File: config.mk
export PLATFORM = sky130hd
export DESIGN_NAME = multipurpose_output_port
export DESIGN_NICKNAME = d
export VERILOG_FILES = /design/src/include/multipurpose_output_port_pkg.sv /design/src/design/multipurpose_output_port.sv
export SDC_FILE = /design/constraint.sdc
export NUM_CORES = 1
export LEC_CHECK = 0
export ABC_AREA = 1
export ABC_CLOCK_PERIOD_IN_PS = 3450
export BUFFER_PORTS_ARGS = -buffer_cell sky130_fd_sc_hd__buf_4
export CELL_PAD_IN_SITES_DETAIL_PLACEMENT = 1
export CELL_PAD_IN_SITES_GLOBAL_PLACEMENT = 2
export CORE_ASPECT_RATIO = 1.5
export CORE_UTILIZATION = 24
export CTS_BUF_LIST = sky130_fd_sc_hd__clkbuf_16
export CTS_CLUSTER_DIAMETER = 150
export DETAILED_ROUTE_END_ITERATION = 6
export GPL_TIMING_DRIVEN = 0
export PLACE_DENSITY = 0.95
export RECOVER_POWER = 25
export SETUP_SLACK_MARGIN = 0.4
export SLEW_MARGIN = 25
export SYNTH_ARGS = -nofsm -noshare
export SYNTH_HDL_FRONTEND = slang
export SYNTH_SLANG_ARGS = --single-unit
File: constraint.sdc
create_clock -name sys_clk -period 3.45 [get_ports sys_clk]
set_clock_uncertainty 0.15 [all_clocks]
set_input_delay 0.69 -clock sys_clk [delete_from_list [all_inputs] [get_ports sys_clk]]
set_output_delay 0.69 -clock sys_clk [all_outputs]
set_load 0.005 [all_outputs]
File: src/include/multipurpose_output_port_pkg.sv
// Notes on behaviour
// - config bits 1:0 pick output two: latch, tx A x16, tx A x1, rx A x1.
// - config bits 3:2 pick output three: latch, timer output, tx B x1, rx B x1.
// - counter mode timer output is high, low at terminal count, high again on stop.
// - config bit 4 puts inverted channel A receive-ready on output four.
// - config bit 5 puts inverted channel B receive-ready on output five.
// - config bit 6 puts inverted channel A transmit-ready on output six.
// - config bit 7 puts inverted channel B transmit-ready on output seven.
// - every select field resets to zero, so the latch drives outputs two to seven.
// - reading the start strobe starts the timer; read data is meaningless.
// - reading the stop strobe stops the timer; read data is meaningless.
// - set strobe write drives low each latch output whose written bit is one.
// - an output driven low stays low until a clear strobe write releases it.
// - clear strobe write drives high each latch output whose written bit is one.
// - set and clear strobes never touch a pin routed to an alternate function.
// - outputs zero and one go alternate from mode bits, not from config.
// - with request-to-send on output zero, command 0x8 drives low, 0x9 high.
// - in timer mode stop does not halt; it only clears counter-ready.
// - counter start after stop reloads the preload; preload changes wait for it.
package multipurpose_output_port_pkg;
   localparam int ADDR_W = 8;
   localparam int DATA_W = 32;
   // register byte addresses
   localparam logic [7:0] OFS_CONFIG = 8'h00;
   localparam logic [7:0] OFS_START = 8'h04;
   localparam logic [7:0] OFS_STOP = 8'h08;
   localparam logic [7:0] OFS_SET = 8'h0C;
   localparam logic [7:0] OFS_CLEAR = 8'h10;
   localparam logic [7:0] OFS_PINS = 8'h14;
   // reset values
   localparam logic [7:0] CONFIG_RESET = 8'h00;
   localparam logic [7:0] LATCH_RESET = 8'hFF;
   // bus answers
   localparam logic [1:0] RESP_OKAY = 2'h0;
   localparam logic [1:0] RESP_SLVERR = 2'h2;
   // field positions
   localparam int SEL_TWO_LSB = 0;
   localparam int SEL_THREE_LSB = 2;
   localparam int PINS_CT_BIT = 8;
   localparam int PINS_CHAN_A_REQUEST_TO_SEND_N_BIT = 9;
   localparam int PINS_RTSB_BIT = 10;
   // status flag positions
   localparam int FLAG_TXA = 0;
   localparam int FLAG_RXA = 1;
   localparam int FLAG_TXB = 4;
   localparam int FLAG_RXB = 5;
   // command codes in bits 7:4
   localparam logic [3:0] CMD_RTS_ASSERT = 4'h8;
   localparam logic [3:0] CMD_RTS_NEGATE = 4'h9;
endpackage

File: src/design/multipurpose_output_port.sv
// Chosen here: the register offsets and the AXI4-Lite slave port.
`timescale 1ns/10ps
module multipurpose_output_port (
   input wire logic sys_clk, // 200 MHz device clock
   input wire logic rstn, // synchronous reset, active low
   input wire logic awvalid, // write address valid
   output logic awready, // write address ready
   input wire logic [multipurpose_output_port_pkg::ADDR_W-1:0] awaddr, // write address
   input wire logic wvalid, // write data valid
   output logic wready, // write data ready
   input wire logic [multipurpose_output_port_pkg::DATA_W-1:0] wdata, // write data
   input wire logic [3:0] wstrb, // byte strobes
   output logic bvalid, // write response valid
   input wire logic bready, // write response ready
   output logic [1:0] bresp, // write response
   input wire logic arvalid, // read address valid
   output logic arready, // read address ready
   input wire logic [multipurpose_output_port_pkg::ADDR_W-1:0] araddr, // read address
   output logic rvalid, // read data valid
   input wire logic rready, // read data ready
   output logic [multipurpose_output_port_pkg::DATA_W-1:0] rdata, // read data
   output logic [1:0] rresp, // read response
   input wire logic [7:0] statusFlags, // interrupt_status flags
   input wire logic chanATxClockX16, // channel A tx 16x clock
   input wire logic chanATxClockX1, // channel A tx 1x clock
   input wire logic chanARxClockX1, // channel A rx 1x clock
   input wire logic chanBTxClockX1, // channel B tx 1x clock
   input wire logic chanBRxClockX1, // channel B rx 1x clock
   input wire logic chanAModeOneRts, // chan_a_mode_one bit 7
   input wire logic chanAModeTwoRts, // chan_a_mode_two bit 5
   input wire logic chanBModeOneRts, // chan_b_mode_one bit 7
   input wire logic chanBModeTwoRts, // chan_b_mode_two bit 5
   input wire logic chanACommandWrite, // chan_a_command written
   input wire logic [7:0] chanACommand, // chan_a_command byte
   input wire logic chanBCommandWrite, // chan_b_command written
   input wire logic [7:0] chanBCommand, // chan_b_command byte
   input wire logic timerMode, // auxiliary_control bit 6
   input wire logic timerTerminal, // counter terminal count pulse
   input wire logic timerWave, // timer square wave
   output logic timerStart, // pulse: start the core
   output logic timerLoad, // pulse: reload preload
   output logic timerHalt, // pulse: halt counter
   output logic timerReadyClear, // pulse: clear counter-ready
   output logic [7:0] outputPins // output_zero to output_seven
);
   import multipurpose_output_port_pkg::*;

   // ***************************************************
   // register bus
   // ***************************************************
   logic wrReady;
   logic [7:0] srcConfig;
   logic [7:0] gpLatch;
   logic ctOut;
   logic ctStopped;
   logic chan_a_request_to_send_n;
   logic rtsB;
   logic wrFire;
   logic rdFire;
   logic [DATA_W-1:0] next_rdata;
   logic rdHit;
   logic wrHit;
   logic wrLow;

   assign awready = wrReady;
   assign wready = wrReady;
   // both channels are taken on one edge, so the write sees address and data together
   assign wrFire = wrReady && awvalid && wvalid;
   assign rdFire = arready && arvalid;
   assign wrLow = wstrb[0];
   assign wrHit = awaddr == OFS_CONFIG || awaddr == OFS_SET || awaddr == OFS_CLEAR;
   assign rdHit = araddr == OFS_CONFIG || araddr == OFS_START || araddr == OFS_STOP
      || araddr == OFS_SET || araddr == OFS_CLEAR || araddr == OFS_PINS;
   // write-only and strobe registers read as zero; only the pin view carries state
   assign next_rdata = (araddr == OFS_PINS) ?
      {21'h000000, rtsB, chan_a_request_to_send_n, ctOut, outputPins} : 32'h00000000;

   // write channel handshake and response
   always_ff @(posedge sys_clk)
   begin
      if (!rstn)
      begin
         wrReady <= 1'b0;
         bvalid <= 1'b0;
         bresp <= RESP_OKAY;
      end
      else
      begin
         wrReady <= awvalid && wvalid && !wrReady && !bvalid;
         if (wrFire)
         begin
            bvalid <= 1'b1;
            bresp <= wrHit ? RESP_OKAY : RESP_SLVERR;
         end
         else if (bready)
            bvalid <= 1'b0;
      end
   end

   // read channel handshake; one read in flight
   always_ff @(posedge sys_clk)
   begin
      if (!rstn)
      begin
         arready <= 1'b0;
         rvalid <= 1'b0;
         rdata <= 32'h00000000;
         rresp <= RESP_OKAY;
      end
      else
      begin
         arready <= arvalid && !arready && !rvalid;
         if (rdFire)
         begin
            rvalid <= 1'b1;
            rdata <= next_rdata;
            rresp <= rdHit ? RESP_OKAY : RESP_SLVERR;
         end
         else if (rready)
            rvalid <= 1'b0;
      end
   end

   // ***************************************************
   // configuration and output latch
   // ***************************************************
   logic cfgWrite;
   logic setWrite;
   logic clearWrite;

   assign cfgWrite = wrFire && wrLow && awaddr == OFS_CONFIG;
   assign setWrite = wrFire && wrLow && awaddr == OFS_SET;
   assign clearWrite = wrFire && wrLow && awaddr == OFS_CLEAR;

   // latch keeps moving while a pin is alternate; the pin mux hides it
   always_ff @(posedge sys_clk)
   begin
      if (!rstn)
      begin
         srcConfig <= CONFIG_RESET;
         gpLatch <= LATCH_RESET;
      end
      else
      begin
         if (cfgWrite)
            srcConfig <= wdata[7:0];
         if (setWrite)
            gpLatch <= gpLatch & ~wdata[7:0];
         else if (clearWrite)
            gpLatch <= gpLatch | wdata[7:0];
      end
   end

   // ***************************************************
   // counter/timer control
   // ***************************************************
   logic startFire;
   logic stopFire;

   assign startFire = rdFire && araddr == OFS_START;
   assign stopFire = rdFire && araddr == OFS_STOP;

   // strobes to the core; a stop in timer mode never halts the wave
   always_ff @(posedge sys_clk)
   begin
      if (!rstn)
      begin
         timerStart <= 1'b0;
         timerLoad <= 1'b0;
         timerHalt <= 1'b0;
         timerReadyClear <= 1'b0;
         ctStopped <= 1'b1;
      end
      else
      begin
         timerStart <= startFire;
         timerLoad <= startFire && ctStopped;
         timerHalt <= stopFire && !timerMode;
         timerReadyClear <= stopFire;
         if (stopFire)
            ctStopped <= 1'b1;
         else if (startFire)
            ctStopped <= 1'b0;
      end
   end

   // counter output: high, low at terminal count, high on stop (stop wins)
   always_ff @(posedge sys_clk)
   begin
      if (!rstn)
         ctOut <= 1'b1;
      else if (timerMode)
         ctOut <= timerWave;
      else if (stopFire)
         ctOut <= 1'b1;
      else if (timerTerminal)
         ctOut <= 1'b0;
   end

   // ***************************************************
   // request-to-send latches
   // ***************************************************
   always_ff @(posedge sys_clk)
   begin
      if (!rstn)
      begin
         chan_a_request_to_send_n <= 1'b1;
         rtsB <= 1'b1;
      end
      else
      begin
         if (chanACommandWrite && chanACommand[7:4] == CMD_RTS_ASSERT)
            chan_a_request_to_send_n <= 1'b0;
         else if (chanACommandWrite && chanACommand[7:4] == CMD_RTS_NEGATE)
            chan_a_request_to_send_n <= 1'b1;
         if (chanBCommandWrite && chanBCommand[7:4] == CMD_RTS_ASSERT)
            rtsB <= 1'b0;
         else if (chanBCommandWrite && chanBCommand[7:4] == CMD_RTS_NEGATE)
            rtsB <= 1'b1;
      end
   end

   // ***************************************************
   // pin source selection
   // ***************************************************
   function automatic logic pick4(input logic [1:0] sel, input logic a, input logic b,
      input logic c, input logic d);
      case (sel)
         2'h0: pick4 = a;
         2'h1: pick4 = b;
         2'h2: pick4 = c;
         default: pick4 = d;
      endcase
   endfunction

   // which status flag each of outputs four to seven mirrors
   function automatic int flagOf(input int pin);
      case (pin)
         4: flagOf = FLAG_RXA;
         5: flagOf = FLAG_RXB;
         6: flagOf = FLAG_TXA;
         default: flagOf = FLAG_TXB;
      endcase
   endfunction

   logic [7:0] next_pins;

   // alternate pins ignore the latch; switching back shows the latch next edge
   assign next_pins[0] = (chanAModeOneRts || chanAModeTwoRts) ? chan_a_request_to_send_n : gpLatch[0];
   assign next_pins[1] = (chanBModeOneRts || chanBModeTwoRts) ? rtsB : gpLatch[1];
   assign next_pins[2] = pick4(srcConfig[SEL_TWO_LSB+:2], gpLatch[2], chanATxClockX16,
      chanATxClockX1, chanARxClockX1);
   assign next_pins[3] = pick4(srcConfig[SEL_THREE_LSB+:2], gpLatch[3], ctOut,
      chanBTxClockX1, chanBRxClockX1);

   genvar gi;
   generate
      for (gi = 4; gi < 8; gi++)
      begin : g_flag
         // inverted ready flags
         assign next_pins[gi] = srcConfig[gi] ? ~statusFlags[flagOf(gi)] : gpLatch[gi];
      end
   endgenerate

   // pins are registered so nothing combinational reaches the package
   always_ff @(posedge sys_clk)
   begin
      if (!rstn)
         outputPins <= LATCH_RESET;
      else
         outputPins <= next_pins;
   end

   // ***************************************************
   // checks
   // ***************************************************
   property p_cfgDefault;
      @(posedge sys_clk) $past(!rstn) && rstn |-> srcConfig == CONFIG_RESET
         && outputPins == LATCH_RESET;
   endproperty
   a_cfgDefault: assert property (p_cfgDefault) else $error("config not zero after reset");

   property p_setLow;
      @(posedge sys_clk) disable iff (!rstn)
      setWrite |=> (gpLatch & $past(wdata[7:0])) == 8'h00;
   endproperty
   a_setLow: assert property (p_setLow) else $error("set strobe missed a bit");

   property p_clearHigh;
      @(posedge sys_clk) disable iff (!rstn)
      clearWrite |=> (gpLatch & $past(wdata[7:0])) == $past(wdata[7:0]);
   endproperty
   a_clearHigh: assert property (p_clearHigh) else $error("clear strobe missed a bit");

   property p_holdLow;
      @(posedge sys_clk) disable iff (!rstn)
      !clearWrite |=> (~gpLatch & $past(~gpLatch)) == $past(~gpLatch);
   endproperty
   a_holdLow: assert property (p_holdLow) else $error("low output released");

   property p_latchTwo;
      @(posedge sys_clk) disable iff (!rstn)
      srcConfig[1:0] == 2'h0 |=> outputPins[2] == $past(gpLatch[2]);
   endproperty
   a_latchTwo: assert property (p_latchTwo) else $error("output two not on latch");

   property p_rxReadyA;
      @(posedge sys_clk) disable iff (!rstn)
      srcConfig[4] |=> outputPins[4] == !$past(statusFlags[1]);
   endproperty
   a_rxReadyA: assert property (p_rxReadyA) else $error("output four not inverted flag");

   property p_counterLow;
      @(posedge sys_clk) disable iff (!rstn)
      !timerMode && timerTerminal && !stopFire |=> !ctOut ##1 (!ctOut || $past(stopFire)
         || $past(timerMode));
   endproperty
   a_counterLow: assert property (p_counterLow) else $error("counter output not low");

   property p_timerStop;
      @(posedge sys_clk) disable iff (!rstn)
      stopFire && timerMode |=> !timerHalt && timerReadyClear;
   endproperty
   a_timerStop: assert property (p_timerStop) else $error("stop halted the timer");

   property p_start;
      @(posedge sys_clk) disable iff (!rstn)
      startFire |=> timerStart ##1 !timerStart;
   endproperty
   a_start: assert property (p_start) else $error("start strobe not one pulse");

   property p_rtsAssert;
      @(posedge sys_clk) disable iff (!rstn)
      chanACommandWrite && chanACommand[7:4] == CMD_RTS_ASSERT |=> !chan_a_request_to_send_n;
   endproperty
   a_rtsAssert: assert property (p_rtsAssert) else $error("rts not asserted");

   // negate must raise the latch again, or flow control would stall the far end
   property p_rtsNegate;
      @(posedge sys_clk) disable iff (!rstn)
      chanACommandWrite && chanACommand[7:4] == CMD_RTS_NEGATE |=> chan_a_request_to_send_n;
   endproperty
   a_rtsNegate: assert property (p_rtsNegate) else $error("rts not negated");

   property p_rtsPin;
      @(posedge sys_clk) disable iff (!rstn)
      chanAModeOneRts || chanAModeTwoRts |=> outputPins[0] == $past(chan_a_request_to_send_n);
   endproperty
   a_rtsPin: assert property (p_rtsPin) else $error("output zero not on rts");

   property p_routeTimer;
      @(posedge sys_clk) disable iff (!rstn)
      srcConfig[3:2] == 2'h1 |=> outputPins[3] == $past(ctOut);
   endproperty
   a_routeTimer: assert property (p_routeTimer) else $error("output three not on timer");

   property p_stopHigh;
      @(posedge sys_clk) disable iff (!rstn)
      stopFire && !timerMode |=> ctOut;
   endproperty
   a_stopHigh: assert property (p_stopHigh) else $error("counter output not high on stop");

   property p_halt;
      @(posedge sys_clk) disable iff (!rstn)
      stopFire && !timerMode |=> timerHalt;
   endproperty
   a_halt: assert property (p_halt) else $error("stop did not halt the counter");

   property p_load;
      @(posedge sys_clk) disable iff (!rstn)
      startFire && ctStopped |=> timerLoad;
   endproperty
   a_load: assert property (p_load) else $error("fresh start did not reload");

   property p_readyClear;
      @(posedge sys_clk) disable iff (!rstn)
      stopFire |=> timerReadyClear;
   endproperty
   a_readyClear: assert property (p_readyClear) else $error("stop did not clear ready");

   property p_latchSix;
      @(posedge sys_clk) disable iff (!rstn)
      !srcConfig[6] |=> outputPins[6] == $past(gpLatch[6]);
   endproperty
   a_latchSix: assert property (p_latchSix) else $error("output six not on latch");
endmodule

After elaboration in Yosys (flattened, before gate mapping):

Cells that the tools add are included.

* add/sub/neg operators: 0
* bitwise gates (word level): 8
* div/mod/pow operators: 0
* muxes and demuxes: 24
* order comparisons: 0
* shifts and indexed selects: 0
* equality and inequality tests: 15
* reductions and logical operators: 45
* $mul: 0

Operator list (number)
* 8-bit by 4-bit == test with 1-bit output, second input constant: 3
* 8-bit by 5-bit == test with 1-bit output, second input constant: 3
* 1-bit logical AND: 20
* 1-bit two-way mux: 17
* 4-bit == test, second input constant: 4
* 8-bit zero test: 2
* 8-bit two-way mux: 2
* 11-bit two-way mux: 1
* 2-bit nonzero test: 5
* 1-bit logical OR: 9
* 8-bit bitwise AND: 1
* 8-bit by 3-bit == test with 1-bit output, second input constant: 1
* 8-bit inverter: 1
* 8-bit bitwise OR: 1
* 1-bit one-hot mux with 3 select lines: 2
* 1-bit zero test: 5
* 1-bit inverter: 5
* 2-bit by 1-bit == test with 1-bit output, second input constant: 2
* 2-bit == test, second input constant: 2
* 2-bit zero test: 2
* 2-bit two-way mux: 2
* 3-bit nonzero test: 1
* 2-bit OR reduction: 1

* register bits: 72
* RAM bits: 0
* latch bits: 0
* logic and storage cells: 110
* memory bits (read-only): 0
* memories kept: 0
* bits of input ports: 97

Logic depth before layout (Yosys ltp):

Gate-level depths: netlist of the first run.

* depth after elaboration: 7
* depth in mapped cells: 8
* mapped depth without buffers: 8

Worst setup path before layout of the first run:

Ideal clock, no wire load.

* path kind: input to register
* start point: in awaddr[0] (netlist bit)
* end point: reg (tool-made name)
* library setup time: 134 ps
* required time: 3166 ps
* data arrival time: 1323 ps
* setup slack: 1843 ps
* stages on the path: 8
* cell sequence: inv_2 -> nand2_2 -> nor2_1 -> nand2_4 -> nand2_4 -> nand3_1 -> nand2_1 -> nand3_1

RTL lines
* from (decl): RTL line multipurpose_output_port.sv:8 `input wire logic [multipurpose_output_port_pkg::ADDR_W-1:0] awaddr,`

==> results.sh, run 1 <==
export IMPL_outcome="finished clean"
export IMPL_finalHoldViolations=0
export IMPL_post_route_period_util_pct=52.4
export IMPL_clock_sinks=49
export IMPL_synth_area_leaders="dfxtp_1, buf_4, nand2_1"
export IMPL_viasPerCell=4.37
export IMPL_synth_async_reset_ratio_pct=0
export IMPL_fillers=1181
export IMPL_cts_htree_levels=2
export IMPL_cts_repair_resized=0
export IMPL_clock_latency_ps=290
export IMPL_ys_warn_count=0
export IMPL_max_cap_violations=0
export IMPL_postRouteAntennaNets=0
export IMPL_syn_mean_instance_area_um2=8.10
export IMPL_yosysMostFrequentCell="dfxtp_1"
export IMPL_critPathCaptureType="register"
export IMPL_layout_drive_gt1_share_pct=39.4
export IMPL_synthTopCellsByCount="dfxtp_1, nand2_1, buf_4"
export IMPL_diodes=0
export IMPL_synth_top_area_cell="dfxtp_1"
export IMPL_cts_max_path_buffers=2
export IMPL_clockPowerShare_pct=40.4
export IMPL_crit_top_cell="clkbuf_1"
export IMPL_syn2layout_area_growth_pct=42.2
export IMPL_p_switching_mw=0.282
export IMPL_drcViolationCount=0
export IMPL_nets=507
export IMPL_gp_congestion=0.817
export IMPL_dp_slack_ps=1530
export IMPL_maxSlewViolCount=0
export IMPL_postCtsSetupBuffers=0
export IMPL_powerDensity_mw_per_mm2=353
export IMPL_hold_path_class="register to register"
export IMPL_wire_per_inst_um=12.6
export IMPL_die_area_mm2=0.0103
export IMPL_ctsHoldBuffers=0
export IMPL_power_internal_mw=0.912
export IMPL_cp_arrival_ps=1820
export IMPL_fin_crit_ps=1810
export IMPL_vias=2298
export IMPL_ys_ff_latch=49
export IMPL_rsz0062_at_grt="no"
export IMPL_switching_share_pct=23.6
export IMPL_clk_pin_slew_ps=70
export IMPL_grt_pass1_wl_um=10600
export IMPL_netlist_instances=294
export IMPL_seq_power_share_pct=48.2
export IMPL_antenna_found_initial=0
export IMPL_first_pass_iters=4
export IMPL_synth_top_area_share_pct=41.2
export IMPL_rows=44
export IMPL_synth_cell_types=32
export IMPL_drt_iter0_markers=45
export IMPL_layout_setup_ws_ps=1640
export IMPL_worst_pin_slew_ps=680
export IMPL_crit_path_max_fanout=10
export IMPL_setup_viol=0
export IMPL_syn_area_mm2=0.00238
export IMPL_io_pins=150
export IMPL_first_global_vias=2294
export IMPL_worstSetupStartpointType="primary input"
export IMPL_grt_use_total_pct=13.2
export IMPL_cts_root_buf="clkbuf_16"
export IMPL_die_w_um=83.3
export IMPL_total_power_mw=1.19
export IMPL_max_stage_delay_ps=330
export IMPL_cts_tree="built"
export IMPL_setup_tns_ps=0
export IMPL_numCtsBuffers=5
export IMPL_multi_input_area_mm2=0.00110
export IMPL_synth_edff_count=0
export IMPL_peakVddDrop_mv=0.227
export IMPL_drt_total_wl_um=6610
export IMPL_cp_required_ps=3470
export IMPL_start_util_pct=24.7
export IMPL_core_mm2=0.00963
export IMPL_seq_area_frac_synth_pct=41.2
export IMPL_ys_flop_type="dfxtp_1"
export IMPL_ff_latch_area_um2=981
export IMPL_worst_path_max_delay_cell="clkbuf_1"
export IMPL_path_class="primary input to register"
export IMPL_max_freq_mhz=553
export IMPL_leakage_nw=1.57
export IMPL_cp_cell_sequence="clkbuf_1, inv_1, clkbuf_1, a21oi_1, o21ai_0"
export IMPL_chipHeight_um=124
export IMPL_pwr_share_comb_pct=11.4
export IMPL_io_buffers=87
export IMPL_overflow=0
export IMPL_max_slew_margin_rel_pct=54.7
export IMPL_hpwl_um=5450
export IMPL_grt_max_degree=16
## routing by layer
metal	wire length, um	track usage [%]
met1	2400	13.2
met5	0	0
met4	146	5.50
met3	476	4.11
met2	3580	25.2
## worst paths after layout
kind	startpoint	end	slack [ps]	cells past startpoint
worst min-delay path	rvalid	arready	300	1
worst min register to register	rvalid	arready	300	1
worst max register to register	arready	rdata[9]	2010	4
worst max-delay path	rstn	chan_a_request_to_send_n	1640	5
## through the flow
step                hold WS [ps]  instance area (um2)  utilization, %  std cells
floorplan                    271                 2460               -        316
global placement             281                 3260            33.8        518
detailed placement           292                 3260            33.8        518
CTS                          305                 3400            35.3        526
global route                 331                 3390            35.2        526
finish                       296                 3390            35.2        526
## power groups by stage
| stage | clock network (mW) | logic (mW) | registers [mW] |
|---|---|---|---|
| floorplan | 0 | 0.0618 | 0.588 |
| global placement | 0 | 0.135 | 0.588 |
| detailed placement | 0 | 0.138 | 0.588 |
| CTS | 0.499 | 0.138 | 0.575 |
| global route | 0.518 | 0.150 | 0.576 |
| finish | 0.483 | 0.136 | 0.575 |
## placed cells by master (no fill, tap or decap), drive strengths merged
cell and count:
clkbuf 11, nand3 35, clkinv 4, nand2 51
o21ai 22, o21a 1, o211ai 1, a21oi 23
nand4 8, conb 23, nor3 12, nor3b 1
nor2 27, inv 27, nor4 2, buf 113
clkinvlp 1, dfxtp 49
## kinds of logic after synthesis
| logic type | Yosys count | share of synthesized area, % |
|---|---|---|
| buf+inv | 61 | 15.4 |
| other cells | 1 | 0.157 |
| compound gates | 47 | 11.7 |
| simple gates | 136 | 31.5 |
| flops | 49 | 41.2 |
## worst max-delay path, delay by kind of cell
| kind | cells | cell delay, ps |
|---|---|---|
| AOI/OAI and AO/OA | 2 | 310 |
| buffers and inverters | 3 | 820 |
## cell type report
cell class	instances	area share, %
repair buffers	87	19.2
clock inverters	3	0.517
multi-input cells	206	32.6
clock buffers	5	3.69
inverters	29	3.66
flip-flops and latches	49	29.0
plain buffers	32	7.13
well taps	115	4.25
(Power assumes the default switching activity.)
==> run 2, diff against run 1 <==
--- a/config.mk
+++ b/config.mk
@@ -5,18 +5,18 @@
 export SDC_FILE = /design/constraint.sdc
 export NUM_CORES = 1
 export LEC_CHECK = 0
-export ABC_AREA = 1
-export ABC_CLOCK_PERIOD_IN_PS = 3450
+export ABC_AREA = 0
+export ABC_CLOCK_PERIOD_IN_PS = 1800
 export BUFFER_PORTS_ARGS = -buffer_cell sky130_fd_sc_hd__buf_4
 export CELL_PAD_IN_SITES_DETAIL_PLACEMENT = 1
 export CELL_PAD_IN_SITES_GLOBAL_PLACEMENT = 2
 export CORE_ASPECT_RATIO = 1.5
-export CORE_UTILIZATION = 24
+export CORE_UTILIZATION = 22
 export CTS_BUF_LIST = sky130_fd_sc_hd__clkbuf_16
 export CTS_CLUSTER_DIAMETER = 150
 export DETAILED_ROUTE_END_ITERATION = 6
 export GPL_TIMING_DRIVEN = 0
-export PLACE_DENSITY = 0.95
+export PLACE_DENSITY = 0.89
 export RECOVER_POWER = 25
 export SETUP_SLACK_MARGIN = 0.4
 export SLEW_MARGIN = 25
==> constraint.sdc (replaced) <==
create_clock -name sys_clk -period 1.8 [get_ports sys_clk]
set_clock_uncertainty 0.15 [all_clocks]
set_input_delay 0.36 -clock sys_clk [delete_from_list [all_inputs] [get_ports sys_clk]]
set_output_delay 0.36 -clock sys_clk [all_outputs]
set_load 0.005 [all_outputs]
==> results.sh, run 2 <==
export IMPL_setup_tns_ps=0
export IMPL_grt_max_degree=16
export IMPL_cp_required_ps=1860
export IMPL_ys_warn_count=0
export IMPL_postRouteAntennaNets=0
export IMPL_post_route_period_util_pct=90.3
export IMPL_synth_top_area_cell="dfxtp_1"
export IMPL_peakVddDrop_mv=0.756
export IMPL_synth_edff_count=0
export IMPL_synth_top_family_by_area="simple AND/OR/NAND/NOR gates"
export IMPL_maxSlewViolCount=0
export IMPL_synth_async_reset_ratio_pct=0
export IMPL_synthTopCellsByCount="dfxtp_1, nand2_1, buf_4"
export IMPL_worst_pin_slew_ps=609
export IMPL_drt_total_wl_um=6040
export IMPL_synth_area_mux_share_pct=6.74
export IMPL_cts_max_path_buffers=2
export IMPL_syn_area_mm2=0.00215
export IMPL_grt_use_total_pct=12.2
export IMPL_outcome="finished clean"
export IMPL_rsz0062_at_grt="yes"
export IMPL_ctsHoldBuffers=0
export IMPL_ys_flop_type="dfxtp_1"
export IMPL_die_w_um=82.8
export IMPL_fillers=1095
export IMPL_final_common_cell="buf_4"
export IMPL_layout_drive_gt1_share_pct=46.2
export IMPL_cts_root_buf="clkbuf_16"
export IMPL_synth_area_leaders="dfxtp_1, buf_4, a221oi_2"
export IMPL_synth_xor_area_share_pct=0
export IMPL_clock_sinks=49
export IMPL_synth_cell_types=39
export IMPL_cp_top_family="compound AO/OA/AOI/OAI gates"
export IMPL_wire_per_inst_um=13.4
export IMPL_antenna_found_initial=0
export IMPL_worst_path_buf_inv=1
export IMPL_fin_crit_ps=1630
export IMPL_cp_arrival_ps=1680
export IMPL_chipHeight_um=123
export IMPL_nets=436
export IMPL_hold_start="timerMode"
export IMPL_reg2reg_from="awready"
export IMPL_multi_input_area_mm2=0.00109
export IMPL_mostFrequentLayoutCells="buf_4, dfxtp_1, nand2_1"
export IMPL_cp_startpoint="awaddr[0]"
export IMPL_powerDensity_mw_per_mm2=713
export IMPL_crit_path_max_fanout=8
export IMPL_syn2layout_area_growth_pct=59.0
export IMPL_netlist_instances=214
export IMPL_start_util_pct=23.0
export IMPL_fin_cells=452
export IMPL_max_slew_margin_rel_pct=59.4
export IMPL_diodes=0
export IMPL_vias=1985
export IMPL_ff_latch_area_um2=986
export IMPL_worst_path_max_delay_cell="o41a_4"
export IMPL_critPathCaptureType="register"
export IMPL_io_pins=150
export IMPL_path_class="primary input to register"
export IMPL_cp_cell_sequence="buf_6, or3_4, o41a_4, a221oi_2"
export IMPL_max_cap_violations=0
export IMPL_setup_viol=0
export IMPL_grt_pass1_wl_um=9220
export IMPL_drt_iter0_markers=26
export IMPL_max_freq_mhz=615
export IMPL_synth_compound_area_share_pct=16.4
export IMPL_overflow=0
export IMPL_drcViolationCount=0
export IMPL_first_global_vias=1955
export IMPL_core_mm2=0.00936
export IMPL_die_area_mm2=0.0102
export IMPL_cts_tree="built"
export IMPL_viasPerCell=4.39
export IMPL_leakage_nw=1.55
export IMPL_synth_top_area_share_pct=45.6
export IMPL_clock_latency_ps=290
export IMPL_max_stage_delay_ps=560
export IMPL_fin_util_pct=36.6
export IMPL_finalHoldViolations=0
export IMPL_rows=43
export IMPL_synth_adder_area_share_pct=0
export IMPL_numCtsBuffers=5
export IMPL_dpl_cell_count=434
export IMPL_gp_congestion=0.764
export IMPL_total_power_mw=2.44
export IMPL_clk_pin_slew_ps=70
export IMPL_worstSetupStartpointType="primary input"
export IMPL_dp_slack_ps=-313
export IMPL_first_pass_iters=4
export IMPL_yosysMostFrequentCell="dfxtp_1"
export IMPL_seq_area_frac_synth_pct=45.6
export IMPL_ys_ff_latch=49
export IMPL_cts_htree_levels=2
export IMPL_layout_setup_ws_ps=174
export IMPL_hpwl_um=4840
export IMPL_io_buffers=86
export IMPL_synthSimpleGateAreaFrac_pct=19.5
export IMPL_syn_mean_instance_area_um2=10.1
export IMPL_hold_path_class="primary input to register"
==> run 2: changes by cell type in the layout (fill, tap and decap cells not counted), moves of 9 or more <==
cell      previous run  this run
clkbuf_4             0        10
inv_1               21        10
nor2_1              22         2
nand3_2             12         0
a21oi_2             10         0
nand3_1             23         0
a21oi_1             13         4
a22o_1               0        11
buf_4              110        97
nand2_1             44        29
mux2i_1              0        10
==> run 2: metrics by stage <==
step           hold slack (ps)  instance area [um2]
5_1_grt                    100                 3420
3_5_place_dp               301                 3100
3_3_place_gp               287                 3100
4_1_cts                   93.7                 3380
2_1_floorplan              280                 2310
6_report                   103                 3420
==> run 2: logic make-up (layout without fill, tap and decap cells) <==
logic type      after synthesis  in the layout
other cells                   1             23
simple gates                 71             71
mux                          12             12
buf+inv                      42            146
compound gates               39             39
flops                        49             49
==> run 2: final cells by class <==
cell class | count | share of cell area, %
Buffer | 31 | 6.58
Clock buffer | 5 | 3.66
Clock inverter | 3 | 1.21
Inverter | 11 | 1.24
Multi-Input combinational cell | 145 | 31.7
Sequential cell | 49 | 28.8
Tap cell | 112 | 4.10
Timing Repair Buffer | 96 | 22.7
==> run 2: worst paths after layout <==
check | cells after the start | slack, ps | to
max | 4 | 170 | register
min | 2 | 100 | timerHalt
max reg2reg | 3 | 220 | register
min reg2reg | 1 | 310 | arready
==> run 2: report_power, final <==
group          total (mW)  internal (mW)  switching, mW
logic               0.278          0.163          0.115
registers            1.10           1.09        0.00835
clock network        1.06          0.651          0.407
total                2.44           1.91          0.530
==> run 2: metal layers <==
metal  track usage (%)  vias up  part of all wire, %
met5                 0        -                    0
met4              7.11        0                  3.4
met2              22.7       74                   54
met3              3.10       12                  6.7
li1                  -      971                    -
met1              11.6      928                   36
==> run 2: worst reg2reg max path: cells and delay by family, from the launching register on <==
kind | cells | cell delay [ps]
compound gates | 2 | 850
flops | 1 | 340
simple gates | 1 | 160
==> run 2: timing repair <==
| action | CTS | global route |
|---|---|---|
| buffers inserted | 6 | 4 |
| resized for setup | 12 | 8 |
| pin swaps | 9 | 5 |
| endpoints found under the setup margin | 33 | 32 |
